[src/include/dcpr_defs.svh]
`ifndef DCPR_DEFS_SVH
`define DCPR_DEFS_SVH

// ----------------------------------------
// register byte ranges
// ----------------------------------------
`define DCPR_CKE_OFFSET 12'h660
`define DCPR_CKE_BYTES 4
`define DCPR_REFR_OFFSET 12'h669
`define DCPR_REFR_BYTES 6

// ----------------------------------------
// reset values and writable masks
// ----------------------------------------
`define DCPR_CKE_RESET 32'h0000_0800
`define DCPR_CKE_RW_MASK 32'h0FFF_3FFF
`define DCPR_CKE_LOCK_MASK 32'h00F0_0000
`define DCPR_REFR_RESET 48'h0218_3000_0C30
`define DCPR_REFR_RW_MASK 48'h03FF_FFFF_FFFF

// ----------------------------------------
// cke_power_control fields
// ----------------------------------------
`define DCPR_SR_EXIT_BIT 27
`define DCPR_HIGH_W_MSB 26
`define DCPR_HIGH_W_LSB 24
`define DCPR_RANK1_BIT 21
`define DCPR_RANK0_BIT 20
`define DCPR_LOW_W_MSB 19
`define DCPR_LOW_W_LSB 17
`define DCPR_PD_EN_BIT 16
`define DCPR_TXP_MSB 13
`define DCPR_TXP_LSB 10
`define DCPR_SR_CNT_MSB 9
`define DCPR_SR_CNT_LSB 1
`define DCPR_SINGLE_BIT 0

// ----------------------------------------
// refresh_control fields
// ----------------------------------------
`define DCPR_DIR_Q_MSB 41
`define DCPR_DIR_Q_LSB 37
`define DCPR_IND_Q_MSB 36
`define DCPR_IND_Q_LSB 32
`define DCPR_CW_MSB 31
`define DCPR_CW_LSB 27
`define DCPR_ZQ_EN_BIT 26
`define DCPR_ALL_RANK_BIT 24

// ----------------------------------------
// timing
// ----------------------------------------
`define DCPR_ZQ_INTERVAL_TICKS 128

`endif

[src/include/dcpr_pkg.sv]
`default_nettype none
package dcpr_pkg;

  typedef enum logic [2:0] {
    DCPR_ACTIVE = 3'h0,
    DCPR_PDOWN = 3'h1,
    DCPR_PD_EXIT = 3'h3,
    DCPR_SELF_REF = 3'h2,
    DCPR_SR_EXIT = 3'h6
  } dcpr_pwr_t;

  typedef struct packed {
    logic busy;
    logic [4:0] cnt;
    logic grant;
  } dcpr_wait_st_t;

  typedef struct packed {
    logic [2:0] req;
    logic [2:0] grant;
  } dcpr_comp_t;

  typedef struct packed {
    logic [31:0] cke_ctl;
    logic [47:0] refr_ctl;
    logic [7:0] rdata;
    dcpr_pwr_t state;
    logic cke;
    logic [1:0] cke_rank;
    logic [2:0] pw_cnt;
    logic [8:0] wait_cnt;
    logic [7:0] zq_cnt;
    logic zq_cmd;
  } dcpr_st_t;

endpackage : dcpr_pkg
`default_nettype wire

[src/hw/dcpr_tick_wait.sv]
`timescale 1ns/1ns
`default_nettype none

// waits a number of refresh ticks, then grants one pending request
module dcpr_tick_wait (
  input wire logic mclk,
  input wire logic rst_n,
  input wire logic req,
  input wire logic [4:0] window,
  input wire logic bypass,
  input wire logic refresh_tick,
  output logic grant
);

  dcpr_pkg::dcpr_wait_st_t st_reg;
  dcpr_pkg::dcpr_wait_st_t st_next;

  always_comb begin
    st_next = st_reg;
    st_next.grant = 1'b0;
    if (!st_reg.busy) begin
      // hold off one cycle after a grant so the requester can drop req
      if (req && !st_reg.grant) begin
        if (bypass || window == 5'h00) begin
          st_next.grant = 1'b1;
        end else begin
          st_next.busy = 1'b1;
          st_next.cnt = window;
        end
      end
    end else if (refresh_tick) begin
      if (st_reg.cnt == 5'h01) begin
        st_next.busy = 1'b0;
        st_next.grant = 1'b1;
      end
      st_next.cnt = st_reg.cnt - 5'h01;
    end
  end

  always_ff @(posedge mclk) begin
    if (!rst_n) begin
      st_reg <= '0;
    end else begin
      st_reg <= st_next;
    end
  end

  assign grant = st_reg.grant;

endmodule : dcpr_tick_wait

`default_nettype wire

[src/hw/dcpr_ctl.sv]
`timescale 1ns/1ns
`default_nettype none
`include "dcpr_defs.svh"

// Behaviour
// - setting the self-refresh exit bit starts the self-refresh exit sequence
// - cke stays high at least the high-phase width before dropping
// - cke stays low at least the low-phase width before rising
// - two lockable rank presence bits, rank1 at 21, rank0 at 20, reset zero
// - power-down cke toggling only while power-down enable is set
// - after power-down exit, wait programmed 2..15 clocks before non-read commands
// - after self-refresh exit, wait the 9-bit exit count before commands
// - single-module bit tells that only one module is fitted, reset zero
// - independent mode: wait direct quiet ticks before direct compensation
// - independent mode: wait indirect quiet ticks before indirect compensation
// - zq enable set issues periodic zq short commands, clear issues none
// - all-rank select clear: staggered refresh; set: independent rank refresh
module dcpr_ctl #(
  parameter int ZQ_INTERVAL_TICKS = `DCPR_ZQ_INTERVAL_TICKS
) (
  input wire logic mclk,
  input wire logic rst_n,
  input wire logic [11:0] reg_addr,
  input wire logic reg_wr,
  input wire logic reg_rd,
  input wire logic [7:0] reg_wdata,
  output logic [7:0] reg_rdata,
  input wire logic cfg_lock,
  input wire logic powerdown_req,
  input wire logic self_refresh_req,
  input wire logic refresh_tick,
  input wire dcpr_pkg::dcpr_comp_t comp_in,
  output dcpr_pkg::dcpr_comp_t comp_out,
  output logic [1:0] cke_rank,
  output logic cmd_allowed,
  output logic read_allowed,
  output logic zq_short_cmd,
  output logic rank1_present,
  output logic rank0_present,
  output logic single_module_present,
  output logic independent_rank_refresh
);

  // the interval counter is eight bits wide
  if (ZQ_INTERVAL_TICKS < 1 || ZQ_INTERVAL_TICKS > 255) begin : g_bad_zq
    $error("ZQ_INTERVAL_TICKS must lie in 1..255");
  end

  localparam logic [7:0] ZQ_LAST = 8'(ZQ_INTERVAL_TICKS - 1);

  dcpr_pkg::dcpr_st_t st_reg;
  dcpr_pkg::dcpr_st_t st_next;
  logic [2:0] grant;

  // ----------------------------------------
  // byte decode
  // ----------------------------------------
  // returns 1 and the byte index when addr falls in [base, base+n)
  function automatic logic in_range(input logic [11:0] addr, input logic [11:0] base,
                                    input int n, output logic [2:0] idx);
    logic [11:0] d;
    d = addr - base;
    idx = d[2:0];
    in_range = (addr >= base) && (d < 12'(n));
  endfunction : in_range

  logic cke_hit;
  logic refr_hit;
  logic [2:0] cke_idx;
  logic [2:0] refr_idx;

  always_comb begin
    cke_hit = in_range(reg_addr, `DCPR_CKE_OFFSET, `DCPR_CKE_BYTES, cke_idx);
    refr_hit = in_range(reg_addr, `DCPR_REFR_OFFSET, `DCPR_REFR_BYTES, refr_idx);
  end

  // ----------------------------------------
  // field views
  // ----------------------------------------
  logic [2:0] high_w;
  logic [2:0] low_w;
  logic pd_en;
  logic [3:0] txp;
  logic [8:0] sr_cnt;
  logic zq_en;
  logic indep;

  assign high_w = st_reg.cke_ctl[`DCPR_HIGH_W_MSB:`DCPR_HIGH_W_LSB];
  assign low_w = st_reg.cke_ctl[`DCPR_LOW_W_MSB:`DCPR_LOW_W_LSB];
  assign pd_en = st_reg.cke_ctl[`DCPR_PD_EN_BIT];
  assign txp = st_reg.cke_ctl[`DCPR_TXP_MSB:`DCPR_TXP_LSB];
  assign sr_cnt = st_reg.cke_ctl[`DCPR_SR_CNT_MSB:`DCPR_SR_CNT_LSB];
  assign zq_en = st_reg.refr_ctl[`DCPR_ZQ_EN_BIT];
  assign indep = st_reg.refr_ctl[`DCPR_ALL_RANK_BIT];

  // ----------------------------------------
  // next state
  // ----------------------------------------
  logic [31:0] cke_wmask;
  logic [47:0] refr_wmask;
  logic [31:0] cke_wr;
  logic [47:0] refr_wr;
  logic pw_done;

  always_comb begin
    st_next = st_reg;
    cke_wmask = '0;
    refr_wmask = '0;
    if (reg_wr && cke_hit) begin
      cke_wmask[8*cke_idx +: 8] = 8'hFF;
    end
    if (reg_wr && refr_hit) begin
      refr_wmask[8*refr_idx +: 8] = 8'hFF;
    end
    cke_wmask = cke_wmask & `DCPR_CKE_RW_MASK;
    if (cfg_lock) begin
      cke_wmask = cke_wmask & ~`DCPR_CKE_LOCK_MASK;
    end
    refr_wmask = refr_wmask & `DCPR_REFR_RW_MASK;
    cke_wr = {4{reg_wdata}};
    refr_wr = {6{reg_wdata}};

    // register reads, unmapped bytes read zero
    st_next.rdata = 8'h00;
    if (reg_rd && cke_hit) begin
      st_next.rdata = st_reg.cke_ctl[8*cke_idx +: 8];
    end else if (reg_rd && refr_hit) begin
      st_next.rdata = st_reg.refr_ctl[8*refr_idx +: 8];
    end

    // power state machine
    pw_done = (st_reg.pw_cnt == 3'h0);
    if (!pw_done) begin
      st_next.pw_cnt = st_reg.pw_cnt - 3'h1;
    end
    if (st_reg.wait_cnt != 9'h000) begin
      st_next.wait_cnt = st_reg.wait_cnt - 9'h001;
    end
    case (st_reg.state)
      dcpr_pkg::DCPR_ACTIVE: begin
        if (self_refresh_req && pw_done) begin
          st_next.state = dcpr_pkg::DCPR_SELF_REF;
          st_next.cke = 1'b0;
          st_next.pw_cnt = low_w;
        end else if (pd_en && powerdown_req && pw_done) begin
          st_next.state = dcpr_pkg::DCPR_PDOWN;
          st_next.cke = 1'b0;
          st_next.pw_cnt = low_w;
        end
      end
      dcpr_pkg::DCPR_PDOWN: begin
        if (!powerdown_req && pw_done) begin
          st_next.state = dcpr_pkg::DCPR_PD_EXIT;
          st_next.cke = 1'b1;
          st_next.pw_cnt = high_w;
          st_next.wait_cnt = {5'h00, txp};
        end
      end
      dcpr_pkg::DCPR_PD_EXIT: begin
        // reserved spacing codes below 2 collapse to one clock
        if (st_reg.wait_cnt <= 9'h001) begin
          st_next.state = dcpr_pkg::DCPR_ACTIVE;
          st_next.wait_cnt = 9'h000;
        end
      end
      dcpr_pkg::DCPR_SELF_REF: begin
        if (st_reg.cke_ctl[`DCPR_SR_EXIT_BIT] && pw_done) begin
          st_next.state = dcpr_pkg::DCPR_SR_EXIT;
          st_next.cke = 1'b1;
          st_next.pw_cnt = high_w;
          st_next.wait_cnt = sr_cnt;
          st_next.cke_ctl[`DCPR_SR_EXIT_BIT] = 1'b0;
        end
      end
      dcpr_pkg::DCPR_SR_EXIT: begin
        if (st_reg.wait_cnt <= 9'h001) begin
          st_next.state = dcpr_pkg::DCPR_ACTIVE;
          st_next.wait_cnt = 9'h000;
        end
      end
      default: begin
        st_next.state = dcpr_pkg::DCPR_ACTIVE;
        st_next.cke = 1'b1;
      end
    endcase

    // software write applied after the hardware clear, so a set wins
    st_next.cke_ctl = (st_next.cke_ctl & ~cke_wmask) | (cke_wr & cke_wmask);
    st_next.refr_ctl = (st_reg.refr_ctl & ~refr_wmask) | (refr_wr & refr_wmask);

    // absent ranks keep cke low
    st_next.cke_rank = {2{st_next.cke}}
                       & {st_reg.cke_ctl[`DCPR_RANK1_BIT], st_reg.cke_ctl[`DCPR_RANK0_BIT]};

    // periodic zq short, counted only in the active state
    st_next.zq_cmd = 1'b0;
    if (!zq_en) begin
      st_next.zq_cnt = 8'h00;
    end else if (refresh_tick && st_reg.state == dcpr_pkg::DCPR_ACTIVE) begin
      if (st_reg.zq_cnt >= ZQ_LAST) begin
        st_next.zq_cnt = 8'h00;
        st_next.zq_cmd = 1'b1;
      end else begin
        st_next.zq_cnt = st_reg.zq_cnt + 8'h01;
      end
    end
  end

  always_ff @(posedge mclk) begin
    if (!rst_n) begin
      st_reg <= '0;
      st_reg.cke_ctl <= `DCPR_CKE_RESET;
      st_reg.refr_ctl <= `DCPR_REFR_RESET;
      st_reg.state <= dcpr_pkg::DCPR_ACTIVE;
      st_reg.cke <= 1'b1;
    end else begin
      st_reg <= st_next;
    end
  end

  // ----------------------------------------
  // compensation quiet windows
  // ----------------------------------------
  logic [4:0] windows [3];

  assign windows[0] = st_reg.refr_ctl[`DCPR_DIR_Q_MSB:`DCPR_DIR_Q_LSB];
  assign windows[1] = st_reg.refr_ctl[`DCPR_IND_Q_MSB:`DCPR_IND_Q_LSB];
  assign windows[2] = st_reg.refr_ctl[`DCPR_CW_MSB:`DCPR_CW_LSB];

  for (genvar g = 0; g < 3; g++) begin : g_comp
    dcpr_tick_wait u_wait (
      .mclk(mclk),
      .rst_n(rst_n),
      .req(comp_in.req[g]),
      .window(windows[g]),
      .bypass(!indep),
      .refresh_tick(refresh_tick),
      .grant(grant[g])
    );
  end

  // ----------------------------------------
  // outputs
  // ----------------------------------------
  assign reg_rdata = st_reg.rdata;
  assign comp_out = {3'h0, grant};
  assign cke_rank = st_reg.cke_rank;
  assign cmd_allowed = (st_reg.state == dcpr_pkg::DCPR_ACTIVE);
  assign read_allowed = (st_reg.state == dcpr_pkg::DCPR_ACTIVE)
                        || (st_reg.state == dcpr_pkg::DCPR_PD_EXIT);
  assign zq_short_cmd = st_reg.zq_cmd;
  assign rank1_present = st_reg.cke_ctl[`DCPR_RANK1_BIT];
  assign rank0_present = st_reg.cke_ctl[`DCPR_RANK0_BIT];
  assign single_module_present = st_reg.cke_ctl[`DCPR_SINGLE_BIT];
  assign independent_rank_refresh = indep;

endmodule : dcpr_ctl

`default_nettype wire

[config.mk]
export PLATFORM = sky130hd
export DESIGN_NAME = dcpr_ctl
export DESIGN_NICKNAME = d
export VERILOG_FILES = /design/src/include/dcpr_pkg.sv /design/src/hw/dcpr_tick_wait.sv /design/src/hw/dcpr_ctl.sv
export VERILOG_INCLUDE_DIRS = /design/src /design/src/include
export SDC_FILE = /design/constraint.sdc
export NUM_CORES = 1
export LEC_CHECK = 0
export ABC_AREA = 1
export BUFFER_PORTS_ARGS = -buffer_cell sky130_fd_sc_hd__buf_4
export CAP_MARGIN = 20
export CORE_MARGIN = 2
export CORE_UTILIZATION = 53
export CTS_CLUSTER_SIZE = 25
export DETAILED_ROUTE_END_ITERATION = 12
export HOLD_SLACK_MARGIN = 0.08
export MAX_ROUTING_LAYER = met4
export PLACE_DENSITY = 0.72
export SLEW_MARGIN = 10
export SYNTH_ARGS = -nofsm -noshare
export SYNTH_HDL_FRONTEND = slang
export SYNTH_SLANG_ARGS = --single-unit
[constraint.sdc]
create_clock -name mclk -period 3.5 [get_ports mclk]
set_input_delay 0.7 -clock mclk [delete_from_list [all_inputs] [get_ports mclk]]
set_output_delay 0.7 -clock mclk [all_outputs]
set_load 0.02 [all_outputs]
Word-level counts from Yosys, hierarchy flattened

Cells that the tools add are included.

Bits in registers: 136
Logic and storage cells: 155
Bits of input ports: 34
Output and inout port bits: 23

Reduce and logical (&&, ||, !) cells: 40
Shift-type cells: 6
Equal/unequal tests: 17
$add $sub $neg: 10
Magnitude comparators: 6
Mux-type cells: 46
Bitwise gates (word level): 11

Operators with widths:

| kind                                                                          | count |
|---|---|
| 6-bit negation with 34-bit output                                             | 2 |
| 7-bit two-way mux                                                             | 9 |
| 48-bit by 42-bit bitwise AND with 48-bit output                               | 1 |
| 48-bit bitwise AND                                                            | 1 |
| 42-bit NOT with 48-bit output                                                 | 1 |
| 48-bit OR                                                                     | 1 |
| 48-bit by 7-bit variable part select with 8-bit output                        | 1 |
| 42-bit bitwise AND                                                            | 1 |
| 42-bit two-way mux                                                            | 1 |
| 8-bit by 34-bit variable shift with 42-bit output, first input constant       | 1 |
| 8-bit by 34-bit variable part select with 42-bit output, first input constant | 1 |
| 8-bit by 34-bit variable shift with 28-bit output, first input constant       | 1 |
| 8-bit by 34-bit variable part select with 28-bit output, first input constant | 1 |
| 32-bit by 28-bit bitwise AND with 32-bit output                               | 1 |
| 32-bit bitwise AND                                                            | 1 |
| 28-bit NOT with 32-bit output                                                 | 1 |
| 32-bit OR                                                                     | 1 |
| 32-bit by 7-bit variable part select with 8-bit output                        | 1 |
| 28-bit bitwise AND                                                            | 1 |
| 28-bit two-way mux                                                            | 1 |
| 9-bit one-hot mux with 3 select lines                                         | 1 |
| 12-bit by 11-bit >= comparator with 1-bit output, second input constant       | 2 |
| 12-bit by 3-bit < comparator with 1-bit output, second input constant         | 2 |
| 12-bit two-way mux                                                            | 2 |
| 36 further kinds                                                              | 100 |

Longest topological paths before layout

Gate-level depths: netlist of run 1.

Depth after elaboration: 9
Depth in mapped cells: 18
Mapped depth without buffers: 15

Cells and area by module

From an unflattened synthesis of run 1, not the netlist that was laid out.

Cells, all modules: 1102
Area, all modules: 7475.9 um^2

By module, submodules not included:

| module         | area each (um^2) | cells an instance | sequential area each (um^2) | instances |
|---|---|---|---|---|
| dcpr_ctl       | 5955.7           | 883               | 2062.0                      | 1 |
| dcpr_tick_wait | 506.7            | 73                | 140.1                       | 3 |

Worst setup path before layout of run 1

No wires, ideal clock.

Kind: input port to flip-flop
Start: input port reg_addr[0]
End: register (tool-made name)
Path buffers: 3
Library setup time: 0.064 ns
Arrival time: 3.140 ns
Data required time: 3.436 ns
Stages on the path: 14
Setup slack: 0.296 ns
Cells stage by stage: buf_2 inv_2 clkbuf_1 ha_1 xor2_1 buf_4 inv_1 ha_1 inv_1 nor3_2 inv_2 nor2_4 nor2_1 nor2_1

RTL lines:

| item        | RTL line       | RTL |
|---|---|---|
| from (decl) | dcpr_ctl.sv:23 | `input wire logic [11:0] reg_addr,` |

==> results of run 1 <==
[cells by family (layout without fill, tap and decap cells)]
family / count (synthesis) / count (layout) / synth area share (%)
xor+xnor: 9 / 9 / 1.099
buf+inv: 180 / 217 / 11.11
other cells: 1 / 3 / 0.05230
flops: 124 / 124 / 34.62
simple gates: 538 / 538 / 34.27
compound gates: 192 / 192 / 15.01
fa+ha+maj: 22 / 22 / 3.839
[synthesized netlist by cell type, types with 5 or more instances]
cell	instances
sky130_fd_sc_hd__nor2_4	9
sky130_fd_sc_hd__nor2_1	153
sky130_fd_sc_hd__o2111ai_1	5
sky130_fd_sc_hd__buf_4	18
sky130_fd_sc_hd__nand2_1	223
sky130_fd_sc_hd__nand4_1	42
sky130_fd_sc_hd__nor3_1	9
sky130_fd_sc_hd__a21oi_1	81
sky130_fd_sc_hd__nand3_2	8
sky130_fd_sc_hd__buf_6	5
sky130_fd_sc_hd__clkbuf_1	18
sky130_fd_sc_hd__xor2_1	7
sky130_fd_sc_hd__dfxtp_1	124
sky130_fd_sc_hd__nor2_2	6
sky130_fd_sc_hd__or2_2	10
sky130_fd_sc_hd__a32oi_1	5
sky130_fd_sc_hd__o21ai_0	62
sky130_fd_sc_hd__inv_2	6
sky130_fd_sc_hd__nor4_1	5
sky130_fd_sc_hd__a31oi_1	12
sky130_fd_sc_hd__nand3_1	61
sky130_fd_sc_hd__ha_1	22
sky130_fd_sc_hd__inv_1	121
[power by group]
part | leakage (nW) | switching (mW) | internal, mW | total [mW]
combinational | 2.25 | 0.577 | 0.301 | 0.877
sequential | 1.00 | 0.0381 | 1.47 | 1.51
clock | 0.258 | 0.590 | 0.979 | 1.57
total | 3.50 | 1.20 | 2.75 | 3.96
[path summary, 6_finish.rpt]
check / depth (start not counted) / end / slack [ns]
worst max-delay path: 12 / flip-flop / 0.76
worst min-delay path: 2 / st_reg[8] / 0.47
worst max register to register: 12 / st_reg[10] / 1.32
worst min register to register: 2 / st_reg[8] / 0.47
[worst max-delay path: stages]
cell and delay, ns:
sky130_fd_sc_hd__buf_4 0.30, sky130_fd_sc_hd__inv_2 0.07, sky130_fd_sc_hd__ha_1 0.26, sky130_fd_sc_hd__xor2_1 0.19, sky130_fd_sc_hd__inv_1 0.13, sky130_fd_sc_hd__ha_1 0.39, sky130_fd_sc_hd__inv_1 0.09, sky130_fd_sc_hd__nor3_2 0.49
sky130_fd_sc_hd__inv_2 0.09, sky130_fd_sc_hd__nor2_4 0.22, sky130_fd_sc_hd__nor2_1 0.06, sky130_fd_sc_hd__nor2_1 0.11
[routing by layer]
metal  vias up  track usage (%)
met4         0            9.230
met5         -                -
met3        32            4.906
li1       3547                -
met2       236            42.40
met1      3118            35.70
[stage by stage]
stage	worst slack [ns]	hold slack, ns	util (%)
4_1_cts	0.7939	0.4689	60.86
3_3_place_gp	0.4364	0.4505	56.94
2_1_floorplan	0.2957	0.4342	-
3_5_place_dp	0.3800	0.4600	56.94
6_report	0.7573	0.4693	60.86
5_1_grt	0.4936	0.4935	60.86
[layout by cell type, fill, tap and decap left out, types with 7 or more instances in the layout]
| cell | instances |
|---|---|
| sky130_fd_sc_hd__nand2_1 | 223 |
| sky130_fd_sc_hd__nor2_1 | 153 |
| sky130_fd_sc_hd__dfxtp_1 | 124 |
| sky130_fd_sc_hd__inv_1 | 121 |
| sky130_fd_sc_hd__a21oi_1 | 81 |
| sky130_fd_sc_hd__o21ai_0 | 62 |
| sky130_fd_sc_hd__nand3_1 | 61 |
| sky130_fd_sc_hd__buf_4 | 56 |
| sky130_fd_sc_hd__nand4_1 | 42 |
| sky130_fd_sc_hd__ha_1 | 22 |
| sky130_fd_sc_hd__clkbuf_16 | 17 |
| sky130_fd_sc_hd__a31oi_1 | 12 |
| sky130_fd_sc_hd__or2_2 | 10 |
| sky130_fd_sc_hd__nor2_4 | 9 |
| sky130_fd_sc_hd__nor3_1 | 9 |
| sky130_fd_sc_hd__nand3_2 | 8 |
| sky130_fd_sc_hd__xor2_1 | 7 |
[cell type report]
cell class	instances	area, µm²	area share, %
timing repair buffer	57	440.4	5.465
sequential	124	2482	30.80
inverter	132	498.0	6.179
multi-input combinational	764	3899	48.38
clock buffer	26	509.2	6.319
tap	176	220.2	2.732
clock inverter	2	10.01	0.1242
==> metrics.log, run 1 <==
[metrics] outcome: complete, no violations
[metrics] antenna diode count: 0
[metrics] CP arrival: 3.09 ns
[metrics] count of nets left with antenna violations after detail routing: 0
[metrics] post-synth cell types: 44
[metrics] Post-CTS Repair Setup Buffers: 0
[metrics] number of DRC violations after detailed-routing iteration 0: 718
[metrics] share of final-layout standard cells stronger than drive strength 1: approximately an eighth
[metrics] kind of end point of the critical path: flip-flop
[metrics] largest cells by area after synthesis: sky130_fd_sc_hd__dfxtp_1 (35%), sky130_fd_sc_hd__nand2_1 (12%), sky130_fd_sc_hd__nor2_1 (8.0%)
[metrics] Final Hold Violating Endpoints: 0
[metrics] per-instance average area after synthesis: 6.727 µm²
[metrics] effective utilization at floorplan: between 50% and 60%
[metrics] quantity of gates resized following cts: 0
[metrics] DR DRC count: 0
[metrics] Main synth FF type: sky130_fd_sc_hd__dfxtp_1
[metrics] placed cell count: 1253
[metrics] Detail Placement HPWL: 13300 µm
[metrics] wire length of the first global-routing pass: between 30000 and 40000 µm
[metrics] final estimated routing congestion in global placement: 0.9274
[metrics] Post-Layout Inst Area: 8059 µm²
[metrics] peak supply drop: 0.3446 mV
[metrics] post-synthesis cell count: 1066
[metrics] total number of yosys warnings: 0
[metrics] Crit path required time: 3.85 ns
[metrics] horizontal die dimension: 120.3 µm
[metrics] pin count of the biggest net entering global routing: 75
[metrics] clock tree root buffer cell: sky130_fd_sc_hd__clkbuf_16
[metrics] antenna violations before repair: 0
[metrics] fraction of synthesis flops using an asynchronous set or reset pin: 0%
[metrics] final-report max-slew violation count: 0
[metrics] wire length per cell after detailed routing: 14.55 µm
[metrics] sequential element share of the synthesized area: between 30% and 40%
[metrics] # rows: 42
[metrics] critical hold path startpoint: st_reg[8]
[metrics] Yosys reg bits: 124
[metrics] vias in the first global route: 6145
[metrics] max-cap violations: 0
[metrics] launching element type of the critical path: input port
[metrics] Nets: approximately 1200
[metrics] fillers: roughly 1300
[metrics] Layout Cells excl Fill: 1281
[metrics] num ports: 57
[metrics] post-synth top area cell: sky130_fd_sc_hd__dfxtp_1
[metrics] CTS sink count: 124
[metrics] synthesized cell area: 7171 µm²
[metrics] number of buffers added by the clock tree synthesis step: 17
[metrics] min cycle time layout: 2.743 ns
[metrics] number of buffers on the longest clock path: 2
[metrics] Port Buffer Count: 50
[metrics] total detailed-routing wirelength: roughly 19000 µm
[metrics] critical path class: in -> reg
[metrics] area of the placeable core: ~13000 µm²
[metrics] reported leakage power: 3.505 nW
[metrics] share of Yosys cell area claimed by the top area cell type: 34.62%
[metrics] worst setup path start: reg_addr[0]
[metrics] maximum fanout encountered on the critical timing path: 30
[metrics] type of the most critical hold path: reg -> reg
[metrics] TritonCTS clock tree: built
[metrics] total routing resource utilization after global routing: 27.15%
[metrics] transition time of the tightest slew-check pin: about 0.87 ns
[metrics] number of enable flip-flop cells after synthesis: 0
[metrics] height of the chip: 120.3 µm
[metrics] final worst path period share: about four fifths
[metrics] routed wire length on met3: ~1100 µm
[metrics] headroom to the max-slew limit: between 40% and 50%
[metrics] power per cell area: 491.1 nW/µm²
[metrics] CTS Hold Bufs: 0
[metrics] number of optimization iterations in the first detailed-route pass: 6
[metrics] via-per-instance ratio: 5.412
[metrics] total met2 wirelength after detailed routing: around 8600 µm
[metrics] die outline area: 14480 µm²
[metrics] H-tree levels: 4
[metrics] total cell area at the placement stage: 7540 µm²
[metrics] detailed-route wire length on metal 1: between 8000 and 9000 µm
[metrics] power consumption: 3.958 mW
[metrics] skew final: about 0.0054 ns
[metrics] clock insertion delay at the later pin of the skew report: roughly 0.42 ns
[metrics] post-synthesis to final-layout area growth: 12.39%
[metrics] vias after detailed routing: 6933
[metrics] Fmax: 364.6 MHz
[metrics] highest metal layer with signal wires: met4
[metrics] setup violators final: 0
[metrics] launch instance of the worst register-to-register path: st_reg[18]
[metrics] Clock Pin Slew Worst Setup and Hold Paths: 0.05 ns
[metrics] total negative setup slack: 0 ns
[metrics] overflow left after global routing: 0
[metrics] RSZ-0062 raised after global routing: false
(Power assumes the default switching activity.)
==> inputs of run 2 (changes only) <==
clock period = 2.6 ns   (was 3.5 ns; I/O delays follow)
==> metrics.log, run 2 (same netlist as run 1, synthesis figures left out) <==
[metrics] outcome: complete, no violations
[metrics] critical path class: in -> reg
[metrics] via-per-instance ratio: 5.409
[metrics] Port Buffer Count: 50
[metrics] TritonCTS clock tree: built
[metrics] Final Hold Violating Endpoints: 0
[metrics] number of buffers added by the clock tree synthesis step: 17
[metrics] final estimated routing congestion in global placement: 0.9304
[metrics] RSZ-0062 raised after global routing: false
[metrics] total detailed-routing wirelength: between 15000 and 20000 µm
[metrics] Worst path most repeated cell: sky130_fd_sc_hd__nand2_1
[metrics] post-synthesis to final-layout area growth: 15.56%
[metrics] count of nets left with antenna violations after detail routing: 0
[metrics] leading cell type in the layout, fill and taps excluded: sky130_fd_sc_hd__nand2_1
[metrics] die outline area: approximately 14000 µm²
[metrics] skew final: 0.008684 ns
[metrics] family of cells with the greatest summed delay on the critical path: simple AND/OR/NAND/NOR gates
[metrics] setup violators final: 0
[metrics] Clock Pin Slew Worst Setup and Hold Paths: 0.06 ns
[metrics] wire length of the first global-routing pass: 31440 µm
[metrics] total negative setup slack: 0 ns
[metrics] power consumption: between 5 and 6 mW
[metrics] endpoint of the worst-slack reg-to-reg timing path: st_reg[19]
[metrics] Post-CTS Repair Setup Buffers: 0
[metrics] antenna violations before repair: 0
[metrics] clock tree root buffer cell: sky130_fd_sc_hd__clkbuf_16
[metrics] height of the chip: 120.3 µm
[metrics] vias after detailed routing: 7021
[metrics] transition time of the tightest slew-check pin: around 0.62 ns
[metrics] number of DRC violations after detailed-routing iteration 0: 568
[metrics] number of buffers on the longest clock path: 2
[metrics] Crit path required time: 2.91 ns
[metrics] # rows: 42
[metrics] CP arrival: 2.42 ns
[metrics] H-tree levels: 4
[metrics] final-report max-slew violation count: 0
[metrics] launch instance of the worst register-to-register path: st_reg[18]
[metrics] Worst R2R Path Depth: 12
[metrics] number of optimization iterations in the first detailed-route pass: 5
[metrics] wire length per cell after detailed routing: about 15 µm
[metrics] number of cells on the worst hold path: 3
[metrics] buffers and inverters on the worst path: 4
[metrics] CTS Hold Bufs: 0
[metrics] share of final-layout standard cells stronger than drive strength 1: 13.73%
[metrics] maximum fanout encountered on the critical timing path: 25
[metrics] effective utilization at floorplan: 54.15%
[metrics] DR DRC count: 0
[metrics] total routing resource utilization after global routing: 28.28%
[metrics] quantity of gates resized following cts: 0
[metrics] kind of end point of the critical path: flip-flop
[metrics] cell with the biggest individual delay on the critical path: sky130_fd_sc_hd__a21oi_1
[metrics] headroom to the max-slew limit: 58.98%
[metrics] reported leakage power: 3.619 nW
[metrics] final worst path period share: 81.27%
[metrics] overflow left after global routing: 0
[metrics] Detail Placement HPWL: 13650 µm
[metrics] power per cell area: slightly below 700 nW/µm²
[metrics] FF-to-FF setup slack: 0.61 ns
[metrics] area of the placeable core: 13240 µm²
[metrics] vias in the first global route: 6361
[metrics] worst-case hold slack: 0.3106 ns
[metrics] max-cap violations: 0
[metrics] ordered list of cells on the worst path: buf_4, inv_2, ha_2, xor2_1, buf_4, nand2_1, nand2_1, nor2_1, nand2_1, nor2_2, nand3_2, nor2_8, buf_12, nand3_2, a21oi_1
[metrics] num ports: 57
[metrics] Nets: 1166
[metrics] most frequent cells in the layout: sky130_fd_sc_hd__nand2_1 (223), sky130_fd_sc_hd__nor2_1 (153), sky130_fd_sc_hd__dfxtp_1 (124)
[metrics] launching element type of the critical path: input port
[metrics] Largest stage delay, worst path: 0.24 ns
[metrics] clock insertion delay at the later pin of the skew report: 0.42 ns
[metrics] type of the most critical hold path: in -> reg
[metrics] CTS sink count: 124
[metrics] peak supply drop: approximately 0.48 mV
[metrics] Fmax: 473.2 MHz
[metrics] pin count of the biggest net entering global routing: 61
[metrics] horizontal die dimension: 120.3 µm
[metrics] critical hold path startpoint: reg_wdata[1]
[metrics] min cycle time layout: 2.113 ns
[metrics] antenna diode count: 0
## run 2: power breakdown
part	internal, mW	switching, mW
registers	1.98	0.0517
clock network	1.53	0.841
logic	0.444	0.800
## run 2: area by class of cell
| type | count | area (µm²) |
|---|---|---|
| fill | 1273 | 4956 |
| multi-input combinational | 764 | 3926 |
| sequential | 124 | 2482 |
| timing repair buffer | 71 | 570.5 |
| clock buffer | 25 | 505.5 |
| inverter | 132 | 498.0 |
| tap | 176 | 220.2 |
| clock inverter | 6 | 83.83 |
## run 2: how the worst max path moves through the flow
stage / cells past startpoint / slack (ns) / end / start
final: 15 / 0.49 / reg_rdata[0] / reg_addr[0]
after CTS: 15 / 0.51 / flip-flop / reg_addr[0]
after floorplan: 14 / 0.01 / flip-flop / reg_addr[0]
after detailed placement: 15 / 0.07 / flip-flop / reg_addr[0]
after global routing: 11 / 0.26 / flip-flop / reg_addr[0]
after global placement: 15 / 0.09 / reg_rdata[0] / reg_addr[0]
## run 2: stage by stage
| stage | setup WS [ns] | instance area (µm²) | utilization [%] | cells |
|---|---|---|---|---|
| 2_1_floorplan | 0.01120 | 7216 | - | 1068 |
| 3_3_place_gp | 0.09137 | 7697 | 58.13 | 1267 |
| 3_5_place_dp | 0.07248 | 7697 | 58.13 | 1267 |
| 4_1_cts | 0.5146 | 8287 | 62.58 | 1298 |
| 5_1_grt | 0.2594 | 8287 | 62.58 | 1298 |
| 6_report | 0.4869 | 8287 | 62.58 | 1298 |
## run 2: worst reg2reg max path: stages (launching register included)
cell	delay [ns]
sky130_fd_sc_hd__dfxtp_1	0.32
sky130_fd_sc_hd__inv_1	0.07
sky130_fd_sc_hd__ha_1	0.19
sky130_fd_sc_hd__inv_1	0.05
sky130_fd_sc_hd__nor2_1	0.04
sky130_fd_sc_hd__inv_1	0.14
sky130_fd_sc_hd__nor2_1	0.07
sky130_fd_sc_hd__nand2_1	0.17
sky130_fd_sc_hd__clkinv_1	0.26
sky130_fd_sc_hd__nor2_1	0.30
sky130_fd_sc_hd__nor2_1	0.06
sky130_fd_sc_hd__a21oi_1	0.12
sky130_fd_sc_hd__a21oi_1	0.07
## run 2: metal layers
metal,wire [µm],up-vias,track usage [%]
li1,-,3591,-
met1,8810,3167,36.51
met2,8709,231,43.43
met3,1202,32,6.745
met4,402,0,10.17
met5,0,-,-
==> inputs of run 3 (changes only) <==
PLACE_DENSITY = 0.75   (was 0.72)
clock period = 1.89 ns   (was 2.6 ns; I/O delays follow)
==> metrics.log, run 3 (same netlist as run 1, synthesis figures left out) <==
[metrics] Largest stage delay, worst path: 0.43 ns
[metrics] total routing resource utilization after global routing: 29.50%
[metrics] height of the chip: around 120 µm
[metrics] maximum fanout encountered on the critical timing path: 7
[metrics] final-report max-slew violation count: 0
[metrics] horizontal die dimension: 120.3 µm
[metrics] min cycle time layout: 1.787 ns
[metrics] # rows: 42
[metrics] wire length of the first global-routing pass: about 33000 µm
[metrics] critical path class: reg -> out
[metrics] Detail Placement HPWL: 14570 µm
[metrics] final worst path period share: 94.55%
[metrics] net switching power of the design: 2.579 mW
[metrics] kind of end point of the critical path: output port
[metrics] vias after detailed routing: 7508
[metrics] power per cell area: ~930 nW/µm²
[metrics] cell with the biggest individual delay on the critical path: sky130_fd_sc_hd__dfxtp_1
[metrics] launching element type of the critical path: flip-flop
[metrics] number of optimization iterations in the first detailed-route pass: 6
[metrics] final estimated routing congestion in global placement: between 0.9 and 1
[metrics] Crit path required time: 1.51 ns
[metrics] total cell area at the placement stage: 8225 µm²
[metrics] combinational share of power: 23.9%
[metrics] vias in the first global route: 6786
[metrics] clock tree root buffer cell: sky130_fd_sc_hd__clkbuf_16
[metrics] total negative setup slack: 0 ns
[metrics] ordered list of cells on the worst path: nor2_1, nand2_1, o21ai_0, buf_4
[metrics] Nets: 1229
[metrics] fraction of power consumed by sequential logic: around a third
[metrics] post-synthesis to final-layout area growth: 28.16%
[metrics] die outline area: 14480 µm²
[metrics] effective utilization at floorplan: between 50 and 60%
[metrics] num ports: 57
[metrics] RSZ-0062 raised after global routing: true
[metrics] max-cap violations: 0
[metrics] worst-case hold slack: roughly 0.16 ns
[metrics] Post-Layout Inst Area: 9190 µm²
[metrics] switching share of power: 30.06%
[metrics] outcome: complete, no violations
[metrics] setup violators final: 0
[metrics] number of buffers added by the clock tree synthesis step: 17
[metrics] skew final: approximately 0.012 ns
[metrics] reported leakage power: 4.006 nW
[metrics] internal power: 6.001 mW
[metrics] share of final-layout standard cells stronger than drive strength 1: a little under a quarter
[metrics] clock insertion delay at the later pin of the skew report: 0.43 ns
[metrics] TritonCTS clock tree: built
[metrics] peak supply drop: 0.6755 mV
[metrics] Clock Pin Slew Worst Setup and Hold Paths: 0.06 ns
[metrics] wire length per cell after detailed routing: between 15 and 20 µm
[metrics] number of DRC violations after detailed-routing iteration 0: 769
[metrics] clock network power share: 43.4%
[metrics] number of buffers on the longest clock path: 2
[metrics] total detailed-routing wirelength: 20760 µm
[metrics] most frequent cells in the layout: sky130_fd_sc_hd__nand2_1 (207), sky130_fd_sc_hd__nor2_1 (145), sky130_fd_sc_hd__dfxtp_1 (124)
[metrics] Final Hold Violating Endpoints: 0
[metrics] DR DRC count: 0
[metrics] antenna violations before repair: 0
[metrics] type of the most critical hold path: in -> reg
[metrics] count of nets left with antenna violations after detail routing: 0
[metrics] Fmax: about 560 MHz
[metrics] CP arrival: around 1.4 ns
[metrics] leading cell type in the layout, fill and taps excluded: sky130_fd_sc_hd__nand2_1
[metrics] overflow left after global routing: 0
[metrics] pin count of the biggest net entering global routing: 49
[metrics] antenna diode count: 0
[metrics] Port Buffer Count: 50
[metrics] CTS sink count: 124
[metrics] H-tree levels: 4
[metrics] via-per-instance ratio: about 5.5
[metrics] area of the placeable core: 13240 µm²
## run 3: cell types whose count changed in the layout (fill, tap and decap cells not counted), moves of 8 or more
cell / previous run / this run
sky130_fd_sc_hd__buf_4: 68 / 122
sky130_fd_sc_hd__nand2_2: 4 / 15
sky130_fd_sc_hd__nand2_1: 223 / 207
sky130_fd_sc_hd__inv_1: 121 / 107
sky130_fd_sc_hd__inv_2: 6 / 15
sky130_fd_sc_hd__nor2_1: 153 / 145
## run 3: layout make-up
| class | count | area [µm²] |
|---|---|---|
| fillers | 1113 | 4053 |
| repair buffers | 134 | 1126 |
| multi-input cells | 764 | 4175 |
| clock inverters | 13 | 237.7 |
| flip-flops and latches | 124 | 2482 |
| inverters | 132 | 515.5 |
| well taps | 176 | 220.2 |
| clock buffers | 19 | 432.9 |
## run 3: repair_timing
item | in CTS | in global routing
buffers inserted | 0 | 4
cloned | 0 | 1
hold buffers | 0 | 0
gates resized for setup | 2 | 71
setup endpoints to repair | 5 | 92
pin swaps | 2 | 27
## run 3: power by group through the flow
stage	clock network [mW]	logic [mW]	registers, mW
after detailed placement	0	1.82	2.85
after global routing	3.88	2.29	2.82
final	3.73	2.05	2.80
after CTS	3.76	1.85	2.80
after global placement	0	1.81	2.85
after floorplan	0	1.26	2.84
## run 3: path summary, 6_finish.rpt
path              cells after the start            to  slack, ns         start
setup reg to reg                     12   cke_rank[1]       0.15    st_reg[18]
hold / removal                        3     flip-flop       0.16  reg_wdata[2]
hold reg to reg                       2     st_reg[8]       0.47     st_reg[8]
setup / recovery                      4  read_allowed       0.10    st_reg[25]
## run 3: metrics by stage
step	setup slack [ns]	instances	total power, mW	utilization, %
after floorplan	-0.3018	1068	4.101	-
after global placement	-0.3185	1326	4.655	62.11
after detailed placement	-0.3842	1326	4.673	62.11
after CTS	0.01487	1358	8.406	67.24
after global routing	-0.02355	1362	8.988	69.40
final	0.1029	1362	8.580	69.40
## run 3: critical path: cells and delay by family (launching register included)
family / cells / cell delay, ns
buffers and inverters: 1 / 0.17
AO/OA/AOI/OAI: 1 / 0.13
AND/OR/NAND/NOR: 2 / 0.25
flip-flops: 1 / 0.43
## run 3: routing by layer
layer | vias to the layer above | part of all wire, % | track usage [%] | wire, µm
li1 | 3715 | - | - | -
met1 | 3411 | 43 | 37.98 | 8928
met2 | 313 | 46 | 46.31 | 9602
met3 | 69 | 7.6 | 5.991 | 1578
met4 | 0 | 3.1 | 10.47 | 648
met5 | - | 0 | - | 0
